`src/logic/zone_area_pkg.sv`:
```
// Constants, register map and types for the area select and zone output block
package zone_area_pkg;

	// =========================================================================
	// Timing
	localparam int CLK_HZ            = 25_000_000;
	localparam int MS_PER_S          = 1000;
	localparam int CYCLES_PER_MS     = CLK_HZ / MS_PER_S;
	localparam int SETTLE_DEFAULT_MS = 30;

	// =========================================================================
	// Register byte offsets
	localparam logic [7:0] OFS_CTRL     = 8'h00;
	localparam logic [7:0] OFS_DELAY    = 8'h04;
	localparam logic [7:0] OFS_STATUS   = 8'h08;
	localparam logic [7:0] OFS_IRQ_STS  = 8'h0C;
	localparam logic [7:0] OFS_IRQ_MASK = 8'h10;
	localparam logic [7:0] OFS_PAT_LO   = 8'h20;
	localparam logic [7:0] OFS_PAT_HI   = 8'h3C;

	// =========================================================================
	// Field positions
	localparam int CTRL_MODE_LSB  = 0;
	localparam int CTRL_DUAL_BIT  = 2;
	localparam int CTRL_COUNT_LSB = 8;
	localparam int PAT_TYPE_LSB   = 0;
	localparam int PAT_AREA_LSB   = 8;
	localparam int STS_AREA_LSB   = 0;
	localparam int STS_VALID_BIT  = 8;
	localparam int STS_DUAL_BIT   = 9;
	localparam int STS_SAFE0_BIT  = 12;
	localparam int STS_SAFE1_BIT  = 13;
	localparam int STS_ALERT1_BIT = 14;
	localparam int STS_ALERT2_BIT = 15;

	localparam int IRQ_COMP  = 0;
	localparam int IRQ_RANGE = 1;
	localparam int IRQ_PROT1 = 2;
	localparam int IRQ_PROT2 = 3;
	localparam int IRQ_WARN1 = 4;
	localparam int IRQ_WARN2 = 5;
	localparam int IRQ_AREA  = 6;
	localparam int IRQ_W     = 7;

	// =========================================================================
	// Modes, limits and reset values
	typedef enum logic [1:0] {
		MODE_STD          = 2'b00,
		MODE_CONTACT      = 2'b01,
		MODE_MUTE_CONTACT = 2'b10,
		MODE_ENC          = 2'b11
	} opmode_t;

	typedef enum logic [1:0] {
		PAT_UNUSED  = 2'b00,
		PAT_STATIC  = 2'b01,
		PAT_ENCODER = 2'b10
	} pattern_t;

	localparam logic [2:0]  STD_PAIRS        = 3'h5;
	localparam logic [2:0]  CONTACT_PAIRS    = 3'h4;
	localparam logic [2:0]  MUTE_PAIRS_ONE   = 3'h2;
	localparam logic [2:0]  MUTE_PAIRS_DUAL  = 3'h1;
	localparam logic [2:0]  ENC_PAIRS        = 3'h3;
	localparam logic [5:0]  ENC_STATIC_AREAS = 6'h07;
	localparam logic [5:0]  MAX_AREAS        = 6'h20;
	localparam logic [15:0] DELAY_RST        = 16'(SETTLE_DEFAULT_MS);

	// =========================================================================
	// Seven segment codes, gfedcba
	localparam logic [5:0] DISP_TEN   = 6'h0A;
	localparam int         DISP_TENS  = 3;
	localparam logic [6:0] SEG_DASH   = 7'h40;
	localparam logic [6:0] SEG_BLANK  = 7'h00;
	localparam logic [9:0][6:0] SEG_DIGITS = {
		7'h6F, 7'h7F, 7'h07, 7'h7D, 7'h6D,
		7'h66, 7'h4F, 7'h5B, 7'h06, 7'h3F
	};

endpackage

```
`src/logic/zone_area_select_logic.sv`:
```
// Area selection, zone to output mapping and register slave
// =============================================================================
// Functional notes
// - Up to 32 area sets, one active
// - One protection plus two warnings, or dual
// - Protection detection drives safety outputs off
// - Dual mode: pair0 zone one, pair1 zone two
// - Outside dual mode, warning detection turns matching warning output off
// - Warning outputs independent of safety outputs
// - Flag error on non-complementary input pair
// - Settling delay before area change, default 30ms
// - Five pairs, 32 areas in standard mode
// - Monitoring mode: four pairs, 16 areas
// - Muting mode: two pairs/4, dual one/2
// - Encoder mode: three pairs, 7 static, single
// - Encoder: 8 patterns, one encoder, 32 areas
// - Five pairs: binary, OFF is one, LSB first
// - Four pairs decode 16 areas likewise
// - Display active area number on seven segments
// - Three, two, one pairs decode 8, 4, 2
`timescale 1ns/1ps

module zone_area_select_logic
	import zone_area_pkg::*;
#(
	parameter int CYCLES_MS = CYCLES_PER_MS,
	parameter int PRE_W     = 15
)(
	input  wire logic        mclk,
	input  wire logic        rst,
	input  wire logic        clkEn,
	input  wire logic [4:0]  areaIn,
	input  wire logic [4:0]  areaInInv,
	input  wire logic        protDetect1,
	input  wire logic        protDetect2,
	input  wire logic        warnDetect1,
	input  wire logic        warnDetect2,
	input  wire logic [4:0]  encArea,
	input  wire logic [7:0]  address,
	input  wire logic        read,
	input  wire logic        write,
	input  wire logic [31:0] writedata,
	input  wire logic [3:0]  byteenable,
	output logic      [31:0] readdata,
	output logic             waitrequest,
	output logic             safeOutPair0A,
	output logic             safeOutPair0B,
	output logic             safeOutPair1A,
	output logic             safeOutPair1B,
	output logic             alertOutZone1,
	output logic             alertOutZone2,
	output logic      [6:0]  segTens,
	output logic      [6:0]  segUnits,
	output logic             irq
);

	// =========================================================================
	// State
	typedef struct packed {
		logic [9:0]            syncA;
		logic [9:0]            syncB;
		logic [9:0]            lastRaw;
		logic                  pending;
		logic [PRE_W-1:0]      preCnt;
		logic [15:0]           msCnt;
		logic                  areaValid;
		logic [4:0]            activeArea;
		opmode_t               mode;
		logic                  dual;
		logic [5:0]            areaCount;
		logic [15:0]           delayMs;
		logic [7:0][1:0]       patType;
		logic [7:0][4:0]       patArea;
		logic [IRQ_W-1:0]      irqSts;
		logic [IRQ_W-1:0]      irqMask;
		logic                  waitReq;
		logic [31:0]           readData;
		logic                  safe0a;
		logic                  safe0b;
		logic                  safe1a;
		logic                  safe1b;
		logic                  alert1;
		logic                  alert2;
		logic                  irqOut;
		logic [6:0]            segT;
		logic [6:0]            segU;
	} state_t;

	state_t st;
	state_t nx;

	logic             dualEff;
	logic [2:0]       pairs;
	logic [4:0]       usedMask;
	logic [4:0]       normS;
	logic [4:0]       invS;
	logic [9:0]       raw;
	logic             rawChanged;
	logic             compErr;
	logic [4:0]       code;
	logic [5:0]       modeAreas;
	logic [5:0]       limit;
	logic [4:0]       idx;
	logic             rangeOk;
	logic             hasEnc;
	logic             accept;
	logic             newValid;
	logic [IRQ_W-1:0] events;
	logic [IRQ_W-1:0] w1c;
	logic [31:0]      beMask;
	logic [31:0]      rdVal;
	logic [31:0]      ctrlWord;
	logic [31:0]      wordNew;
	logic [5:0]       dispNum;
	logic [5:0]       units;
	logic [1:0]       tens;
	logic [2:0]       patIdx;

	// =========================================================================
	// Next state
	always_comb begin
		nx = st;
		// Two flip-flop capture of the area select pins
		nx.syncA = {areaInInv, areaIn};
		nx.syncB = st.syncA;

		dualEff = st.dual && (st.mode != MODE_ENC);
		case (st.mode)
			MODE_STD:      pairs = STD_PAIRS;
			MODE_CONTACT:      pairs = CONTACT_PAIRS;
			MODE_MUTE_CONTACT: pairs = dualEff ? MUTE_PAIRS_DUAL
			                                   : MUTE_PAIRS_ONE;
			default:       pairs = ENC_PAIRS;
		endcase
		for (int i = 0; i < 5; i++) begin
			usedMask[i] = (3'(i) < pairs);
		end

		normS = st.syncB[4:0];
		invS  = st.syncB[9:5];
		raw   = {invS & usedMask, normS & usedMask};
		compErr = |(~(normS ^ invS) & usedMask);
		// OFF on the normal input is a one, first input is bit 0
		code = ~normS & usedMask;

		// Range check against mode and configured set count
		modeAreas = 6'h01 << pairs;
		limit = (modeAreas < st.areaCount) ? modeAreas : st.areaCount;
		idx = code;
		rangeOk = ({1'b0, code} < limit);
		hasEnc = 1'b0;
		patIdx = code[2:0];
		for (int p = 0; p < 8; p++) begin
			hasEnc = hasEnc || (st.patType[p] == PAT_ENCODER);
		end
		if (st.mode == MODE_ENC) begin
			// Pattern table maps each three bit code to an area source
			case (pattern_t'(st.patType[patIdx]))
				PAT_STATIC: begin
					idx = st.patArea[patIdx];
					rangeOk = ({1'b0, idx} < ENC_STATIC_AREAS) &&
					          ({1'b0, idx} < st.areaCount);
				end
				PAT_ENCODER: begin
					idx = encArea;
					rangeOk = ({1'b0, idx} < st.areaCount);
				end
				default: begin
					rangeOk = 1'b0;
				end
			endcase
			// Without any encoder pattern the setup itself is invalid
			rangeOk = rangeOk && hasEnc;
		end

		// Settling: a new input pattern must stand for the delay
		accept = 1'b0;
		rawChanged = (raw != st.lastRaw);
		if (rawChanged) begin
			nx.lastRaw = raw;
			nx.pending = 1'b1;
			nx.preCnt  = '0;
			nx.msCnt   = '0;
		end else if (st.pending) begin
			if (st.msCnt >= st.delayMs) begin
				accept     = 1'b1;
				nx.pending = 1'b0;
			end else if (st.preCnt == PRE_W'(CYCLES_MS - 1)) begin
				nx.preCnt = '0;
				nx.msCnt  = st.msCnt + 16'h0001;
			end else begin
				nx.preCnt = st.preCnt + PRE_W'(1);
			end
		end
		newValid = !compErr && rangeOk;
		if (accept) begin
			nx.areaValid = newValid;
			if (newValid) begin
				nx.activeArea = idx;
			end
		end

		// Zone outputs; invalid selection keeps safety outputs off
		nx.safe0a = st.areaValid && !protDetect1;
		nx.safe0b = st.areaValid && !protDetect1;
		nx.safe1a = st.areaValid &&
		            !(dualEff ? protDetect2 : protDetect1);
		nx.safe1b = st.areaValid &&
		            !(dualEff ? protDetect2 : protDetect1);
		// Warnings ignore area validity and the safety path entirely
		nx.alert1 = dualEff || !warnDetect1;
		nx.alert2 = dualEff || !warnDetect2;

		events = '0;
		events[IRQ_COMP]  = accept && compErr;
		events[IRQ_RANGE] = accept && !compErr && !rangeOk;
		events[IRQ_PROT1] = st.safe0a && !nx.safe0a;
		events[IRQ_PROT2] = dualEff && st.safe1a && !nx.safe1a;
		events[IRQ_WARN1] = st.alert1 && !nx.alert1;
		events[IRQ_WARN2] = st.alert2 && !nx.alert2;
		events[IRQ_AREA]  = accept && newValid &&
		                    (!st.areaValid || idx != st.activeArea);

		// Display shows area number counted from one
		dispNum = {1'b0, st.activeArea} + 6'h01;
		units = dispNum;
		tens  = '0;
		for (int t = 0; t < DISP_TENS; t++) begin
			if (units >= DISP_TEN) begin
				units = units - DISP_TEN;
				tens  = tens + 2'h1;
			end
		end
		if (st.areaValid) begin
			nx.segT = (tens == 2'h0) ? SEG_BLANK : SEG_DIGITS[tens];
			nx.segU = SEG_DIGITS[units[3:0]];
		end else begin
			nx.segT = SEG_DASH;
			nx.segU = SEG_DASH;
		end

		// Register read mux
		ctrlWord = '0;
		ctrlWord[CTRL_MODE_LSB +: 2]  = st.mode;
		ctrlWord[CTRL_DUAL_BIT]       = st.dual;
		ctrlWord[CTRL_COUNT_LSB +: 6] = st.areaCount;
		rdVal = '0;
		if (address == OFS_CTRL) begin
			rdVal = ctrlWord;
		end else if (address == OFS_DELAY) begin
			rdVal[15:0] = st.delayMs;
		end else if (address == OFS_STATUS) begin
			rdVal[STS_AREA_LSB +: 5] = st.activeArea;
			rdVal[STS_VALID_BIT]     = st.areaValid;
			rdVal[STS_DUAL_BIT]      = dualEff;
			rdVal[STS_SAFE0_BIT]     = st.safe0a;
			rdVal[STS_SAFE1_BIT]     = st.safe1a;
			rdVal[STS_ALERT1_BIT]    = st.alert1;
			rdVal[STS_ALERT2_BIT]    = st.alert2;
		end else if (address == OFS_IRQ_STS) begin
			rdVal[IRQ_W-1:0] = st.irqSts;
		end else if (address == OFS_IRQ_MASK) begin
			rdVal[IRQ_W-1:0] = st.irqMask;
		end else if (address >= OFS_PAT_LO && address <= OFS_PAT_HI) begin
			rdVal[PAT_TYPE_LSB +: 2] = st.patType[address[4:2]];
			rdVal[PAT_AREA_LSB +: 5] = st.patArea[address[4:2]];
		end

		// Avalon slave: fixed one wait state, the write lands on the
		// edge where waitrequest is sampled low
		for (int b = 0; b < 4; b++) begin
			beMask[b*8 +: 8] = {8{byteenable[b]}};
		end
		w1c = '0;
		wordNew = '0;
		nx.waitReq = 1'b1;
		if ((read || write) && st.waitReq) begin
			nx.waitReq  = 1'b0;
			nx.readData = rdVal;
		end
		if (write && !st.waitReq) begin
			wordNew = (rdVal & ~beMask) | (writedata & beMask);
			if (address == OFS_CTRL) begin
				nx.mode = opmode_t'(wordNew[CTRL_MODE_LSB +: 2]);
				nx.dual = wordNew[CTRL_DUAL_BIT];
				nx.areaCount = wordNew[CTRL_COUNT_LSB +: 6];
				nx.pending = 1'b1;
				// Limits may shrink: drop the old area until re-judged
				nx.areaValid = 1'b0;
			end else if (address == OFS_DELAY) begin
				nx.delayMs = wordNew[15:0];
			end else if (address == OFS_IRQ_STS) begin
				w1c = writedata[IRQ_W-1:0] & beMask[IRQ_W-1:0];
			end else if (address == OFS_IRQ_MASK) begin
				nx.irqMask = wordNew[IRQ_W-1:0];
			end else if (address >= OFS_PAT_LO &&
			             address <= OFS_PAT_HI) begin
				nx.patType[address[4:2]] = wordNew[PAT_TYPE_LSB +: 2];
				nx.patArea[address[4:2]] = wordNew[PAT_AREA_LSB +: 5];
				nx.pending = 1'b1;
			end
		end
		// Hardware set wins over a same-cycle software clear
		nx.irqSts = (st.irqSts & ~w1c) | events;
		nx.irqOut = |(st.irqSts & st.irqMask);
	end

	// =========================================================================
	// Registers
	always_ff @(posedge mclk) begin
		if (rst) begin
			st           <= '0;
			st.lastRaw   <= '1;
			st.pending   <= 1'b1;
			st.mode      <= MODE_STD;
			st.areaCount <= MAX_AREAS;
			st.delayMs   <= DELAY_RST;
			st.waitReq   <= 1'b1;
			st.segT      <= SEG_DASH;
			st.segU      <= SEG_DASH;
		end else if (clkEn) begin
			st <= nx;
		end
	end

	assign readdata      = st.readData;
	assign waitrequest   = st.waitReq;
	assign safeOutPair0A = st.safe0a;
	assign safeOutPair0B = st.safe0b;
	assign safeOutPair1A = st.safe1a;
	assign safeOutPair1B = st.safe1b;
	assign alertOutZone1 = st.alert1;
	assign alertOutZone2 = st.alert2;
	assign segTens       = st.segT;
	assign segUnits      = st.segU;
	assign irq           = st.irqOut;
endmodule

```
`config.mk`:
```
export PLATFORM = sky130hd
export DESIGN_NAME = zone_area_select_logic
export DESIGN_NICKNAME = d
export VERILOG_FILES = /design/src/logic/zone_area_pkg.sv /design/src/logic/zone_area_select_logic.sv
export SDC_FILE = /design/constraint.sdc
export NUM_CORES = 1
export LEC_CHECK = 0
export BUFFER_PORTS_ARGS = -buffer_cell sky130_fd_sc_hd__buf_2
export CAP_MARGIN = 10
export CELL_PAD_IN_SITES_DETAIL_PLACEMENT = 0
export CELL_PAD_IN_SITES_GLOBAL_PLACEMENT = 2
export CORE_ASPECT_RATIO = 0.8
export CORE_MARGIN = 8
export CORE_UTILIZATION = 35
export CTS_BUF_LIST = sky130_fd_sc_hd__clkbuf_8
export DETAILED_ROUTE_END_ITERATION = 10
export PLACE_DENSITY_LB_ADDON = 0.1
export SKIP_CTS_REPAIR_TIMING = 1
export SLEW_MARGIN = 20
export SYNTH_ARGS = -nofsm -noshare
export SYNTH_HDL_FRONTEND = slang
export SYNTH_SLANG_ARGS = --single-unit
```
`constraint.sdc`:
```
create_clock -name mclk -period 12.87 [get_ports mclk]
set_clock_uncertainty 0.1 [all_clocks]
set_input_delay 2.574 -clock mclk [delete_from_list [all_inputs] [get_ports mclk]]
set_output_delay 2.574 -clock mclk [all_outputs]
set_load 0.05 [all_outputs]
```
==> impl_metrics.yaml <==
worst_setup_path:
  setup.worst_path.class: "reg2reg"
  cpMostUsedCell: "ha_1"
  crit_path_start_kind: "flip-flop"
  path_max_fanout: 15
  max_stage_delay_ns: 0.71
  reg2reg_slack_ns: 7.11
  critPathSlowestCell: "dfxtp_1"
  cp.required_ns: 13.18
  cp_cell_sequence: "ha_1 -> xnor2_1 -> ha_1 -> o211ai_1 -> o211ai_2 -> inv_2 -> xnor2_1 -> ha_1 -> o221ai_1 -> a221oi_1 -> o211ai_1 -> and2_1 -> xor2_1 -> ha_1 -> inv_1 -> a22oi_1 -> a221o_1"
  cp.arrival_ns: 6.07
  end_kind: "flip-flop"
cts:
  clk_latency_ns: 0.52
  cts_sinks: 197
  clk_transition_reported_paths_ns: 0.10
  root_buffer: "clkbuf_8"
  cts_max_path_buffers: 2
  numCtsBuffers: 17
  cts_tree: "built"
  htreeDepth: 4
global_routing:
  grt_overflow: 0
  grt_pass1_vias: 9284
  antenna_found_initial: 1
  grt_usage_pct: 18.53
  grt_pass1_wl_um: 56210
  grt_max_degree: 99
route:
  viasPerCell: 5.365
  drt-total-wl_um: 36040
  wl_per_cell_um: 19.80
  drc: 0
  num_vias: 9765
  drtAntennaViolNets: 0
  drtIter0Drc: 802
  firstDrtPassIters: 5
power_and_ir_drop:
  peakVddDrop_v: 0.00006470
  power.density_nw_per_um2: 93.38
  p_leak_nw: 4.846
  p_int_w: 0.0008536
  pwr-share-comb_pct: 9.3
  power.share.clock_pct: 37.3
  switching_share_pct: 27.14
  power_frac_seq_pct: 53.4
  switchingPower_w: 0.0003180
floorplan:
  rows: 59
  ioPinCount: 122
  die-width_um: 220.2
  fp.dieH_um: 179.4
  start_util_pct: 35.70
  die_area_um2: 39490
  coreArea_um2: 32700
yosys:
  synth-main-ff-cell: "dfxtp_1"
  ys_warn_count: 0
  yosys.area_share.xor_xnor_pct: 3.451
  yosys.area_share.simple_pct: 19.28
  avgSynthCellArea_um2: 8.497
  synthesis.area_um2: 11670
  syn_inst: 1374
  yosys_register_bits: 197
  ys_seq_area_share_pct: 33.78
  synthAdderAreaFrac_pct: 5.316
  synth_compound_area_share_pct: 17.06
  synth_cell_types: 83
  synth_edf_count: 0
  synth_top_family_by_area: "simple AND/OR/NAND/NOR gates"
  synth_mux_area_share_pct: 13.29
  ys_async_sr_fraction_pct: 0
sta:
  whs_ns: 0.3596
  worstMarginPinSlew_ns: 1.120
  tns_ns: 0
  grt_setup_unrepaired: "false"
  fin_crit_sh_pct: 44.73
  final-hold-violation-count: 0
  setup_violations: 0
  max_freq_mhz: 173.7
  setup_ws_ns: 7.114
  min_period_ns: 5.756
  slew_headroom_pct: 25.03
  slew_violations: 0
place:
  gp_congestion: 0.8090
  dpl.cell_count: 1787
  dp_slack_ns: 6.819
  port_buffers: 86
  dp_hpwl_um: 26380
final_layout:
  syn2layout_area_growth_pct: 7.469
  layout.cells.non_filler: 1820
  drive_gt1_share_pct: 13.79
  n_fill_cell: 3443
  nNetsFinal: 1496
worst_hold_path:
  min_path_type: "reg2reg"
status:
  outcome: "finished clean"
flow_run:
  maxCapViolations: 0
state kept, by name (all words and copies together) (netlist names):
| name | count |
|---|---|
| segTens | 5 |
| safeOutPair1B | 1 |
| irq | 1 |
| alertOutZone1 | 1 |
| nx | 10 |
| normS | 5 |
| readdata | 16 |
| invS | 5 |
| st | 134 |
| safeOutPair0B | 1 |
| segUnits | 7 |
| waitrequest | 1 |
| ctrlWord | 9 |
| alertOutZone2 | 1 |
metal layers:
metal / track usage [%] / vias to the layer above / wire (um)
li1: - / 4822 / -
met4: 4.553 / 2 / 468
met5: 0 / - / 17
met2: 27.41 / 229 / 15120
met3: 3.255 / 30 / 1751
met1: 27.47 / 4682 / 18680
cells in the mapped netlist (all sizes together), types with 14 or more instances:
master / instances / area share [%]
nor2: 212 / 6.8
dfxtp: 197 / 34
nand2: 103 / 3.3
mux2i: 86 / 7.4
buf: 74 / 4.2
a21oi: 66 / 2.8
clkbuf: 55 / 1.8
a211oi: 53 / 3.5
inv: 53 / 1.7
ha: 48 / 5.1
o21ai: 43 / 1.9
nand3: 33 / 1.5
nor3: 28 / 1.2
xor2: 26 / 2.0
mux4: 24 / 4.6
nor2b: 20 / 1.1
xnor2: 20 / 1.5
a221oi: 14 / 1.1
nand2b: 14 / 0.75
power by group through the flow:
stage / clock, W / sequential [W] / combinational (W)
6_report: 0.000437 / 0.000626 / 0.000109
5_1_grt: 0.000473 / 0.000628 / 0.000119
4_1_cts: 0.000453 / 0.000626 / 0.000110
3_5_place_dp: 0 / 0.000640 / 0.000110
3_3_place_gp: 0 / 0.000640 / 0.000109
2_1_floorplan: 0 / 0.000640 / 0.0000810
cells in the final DEF (no fill, tap or decap), types with 24 or more instances in the layout:
cell type  count
nor2_1       207
dfxtp_1      197
nand2_1      103
mux2i_1       85
buf_2         85
a21oi_1       66
inv_1         56
a211oi_1      51
ha_1          48
nand3_1       32
nor3_1        28
o21ai_0       27
xor2_1        26
mux4_2        24
logic make-up (layout without fill, tap and decap cells):
group	count (synthesis)	after routing
XOR/XNOR	46	46
adder cells (fa/ha/maj)	49	49
buffers and inverters	185	187
AO/OA/AOI/OAI	286	286
other	1	18
AND/OR/NAND/NOR	487	487
flip-flops	197	197
multiplexers	123	123
final cells by class:
| type | instances | area (um2) | share of cell area (%) |
|---|---|---|---|
| Clock buffer | 20 | 275.3 | 2.194 |
| Timing Repair Buffer | 99 | 534.3 | 4.258 |
| Tap cell | 427 | 534.3 | 4.258 |
| Antenna cell | 1 | 2.502 | 0.01994 |
| Clock inverter | 12 | 138.9 | 1.107 |
| Multi-Input combinational cell | 1008 | 6907 | 55.05 |
| Inverter | 56 | 211.5 | 1.685 |
| Sequential cell | 197 | 3944 | 31.43 |
metrics by stage:
step	total power, W	utilization, %	instance area (um2)
2_1_floorplan	0.0007212	-	11740
3_3_place_gp	0.0007493	37.05	12120
3_5_place_dp	0.0007500	37.08	12130
4_1_cts	0.001189	38.34	12540
5_1_grt	0.001220	38.36	12540
6_report	0.001172	38.37	12550
final timing paths:
path,from,to,cells after the start
worst max-delay path,st[149]$_SDFFE_PP0P_,segUnits[3]$_SDFFE_PP0P_,17
worst min register to register,readdata[12]$_SDFFE_PP0P_,readdata[12]$_SDFFE_PP0P_,2
worst min-delay path,readdata[12]$_SDFFE_PP0P_,readdata[12]$_SDFFE_PP0P_,2
worst max register to register,st[149]$_SDFFE_PP0P_,segUnits[3]$_SDFFE_PP0P_,17
critical path: cells and delay by family, from the launching register on:
family | cells | cell delay [ns]
buffers and inverters | 2 | 0.25
XOR/XNOR | 3 | 1.02
adder cells (fa/ha/maj) | 4 | 1.44
AND/OR/NAND/NOR | 1 | 0.28
AO/OA/AOI/OAI | 7 | 1.84
flip-flops | 1 | 0.71
Note: power is estimated with default switching activity, not from simulation.
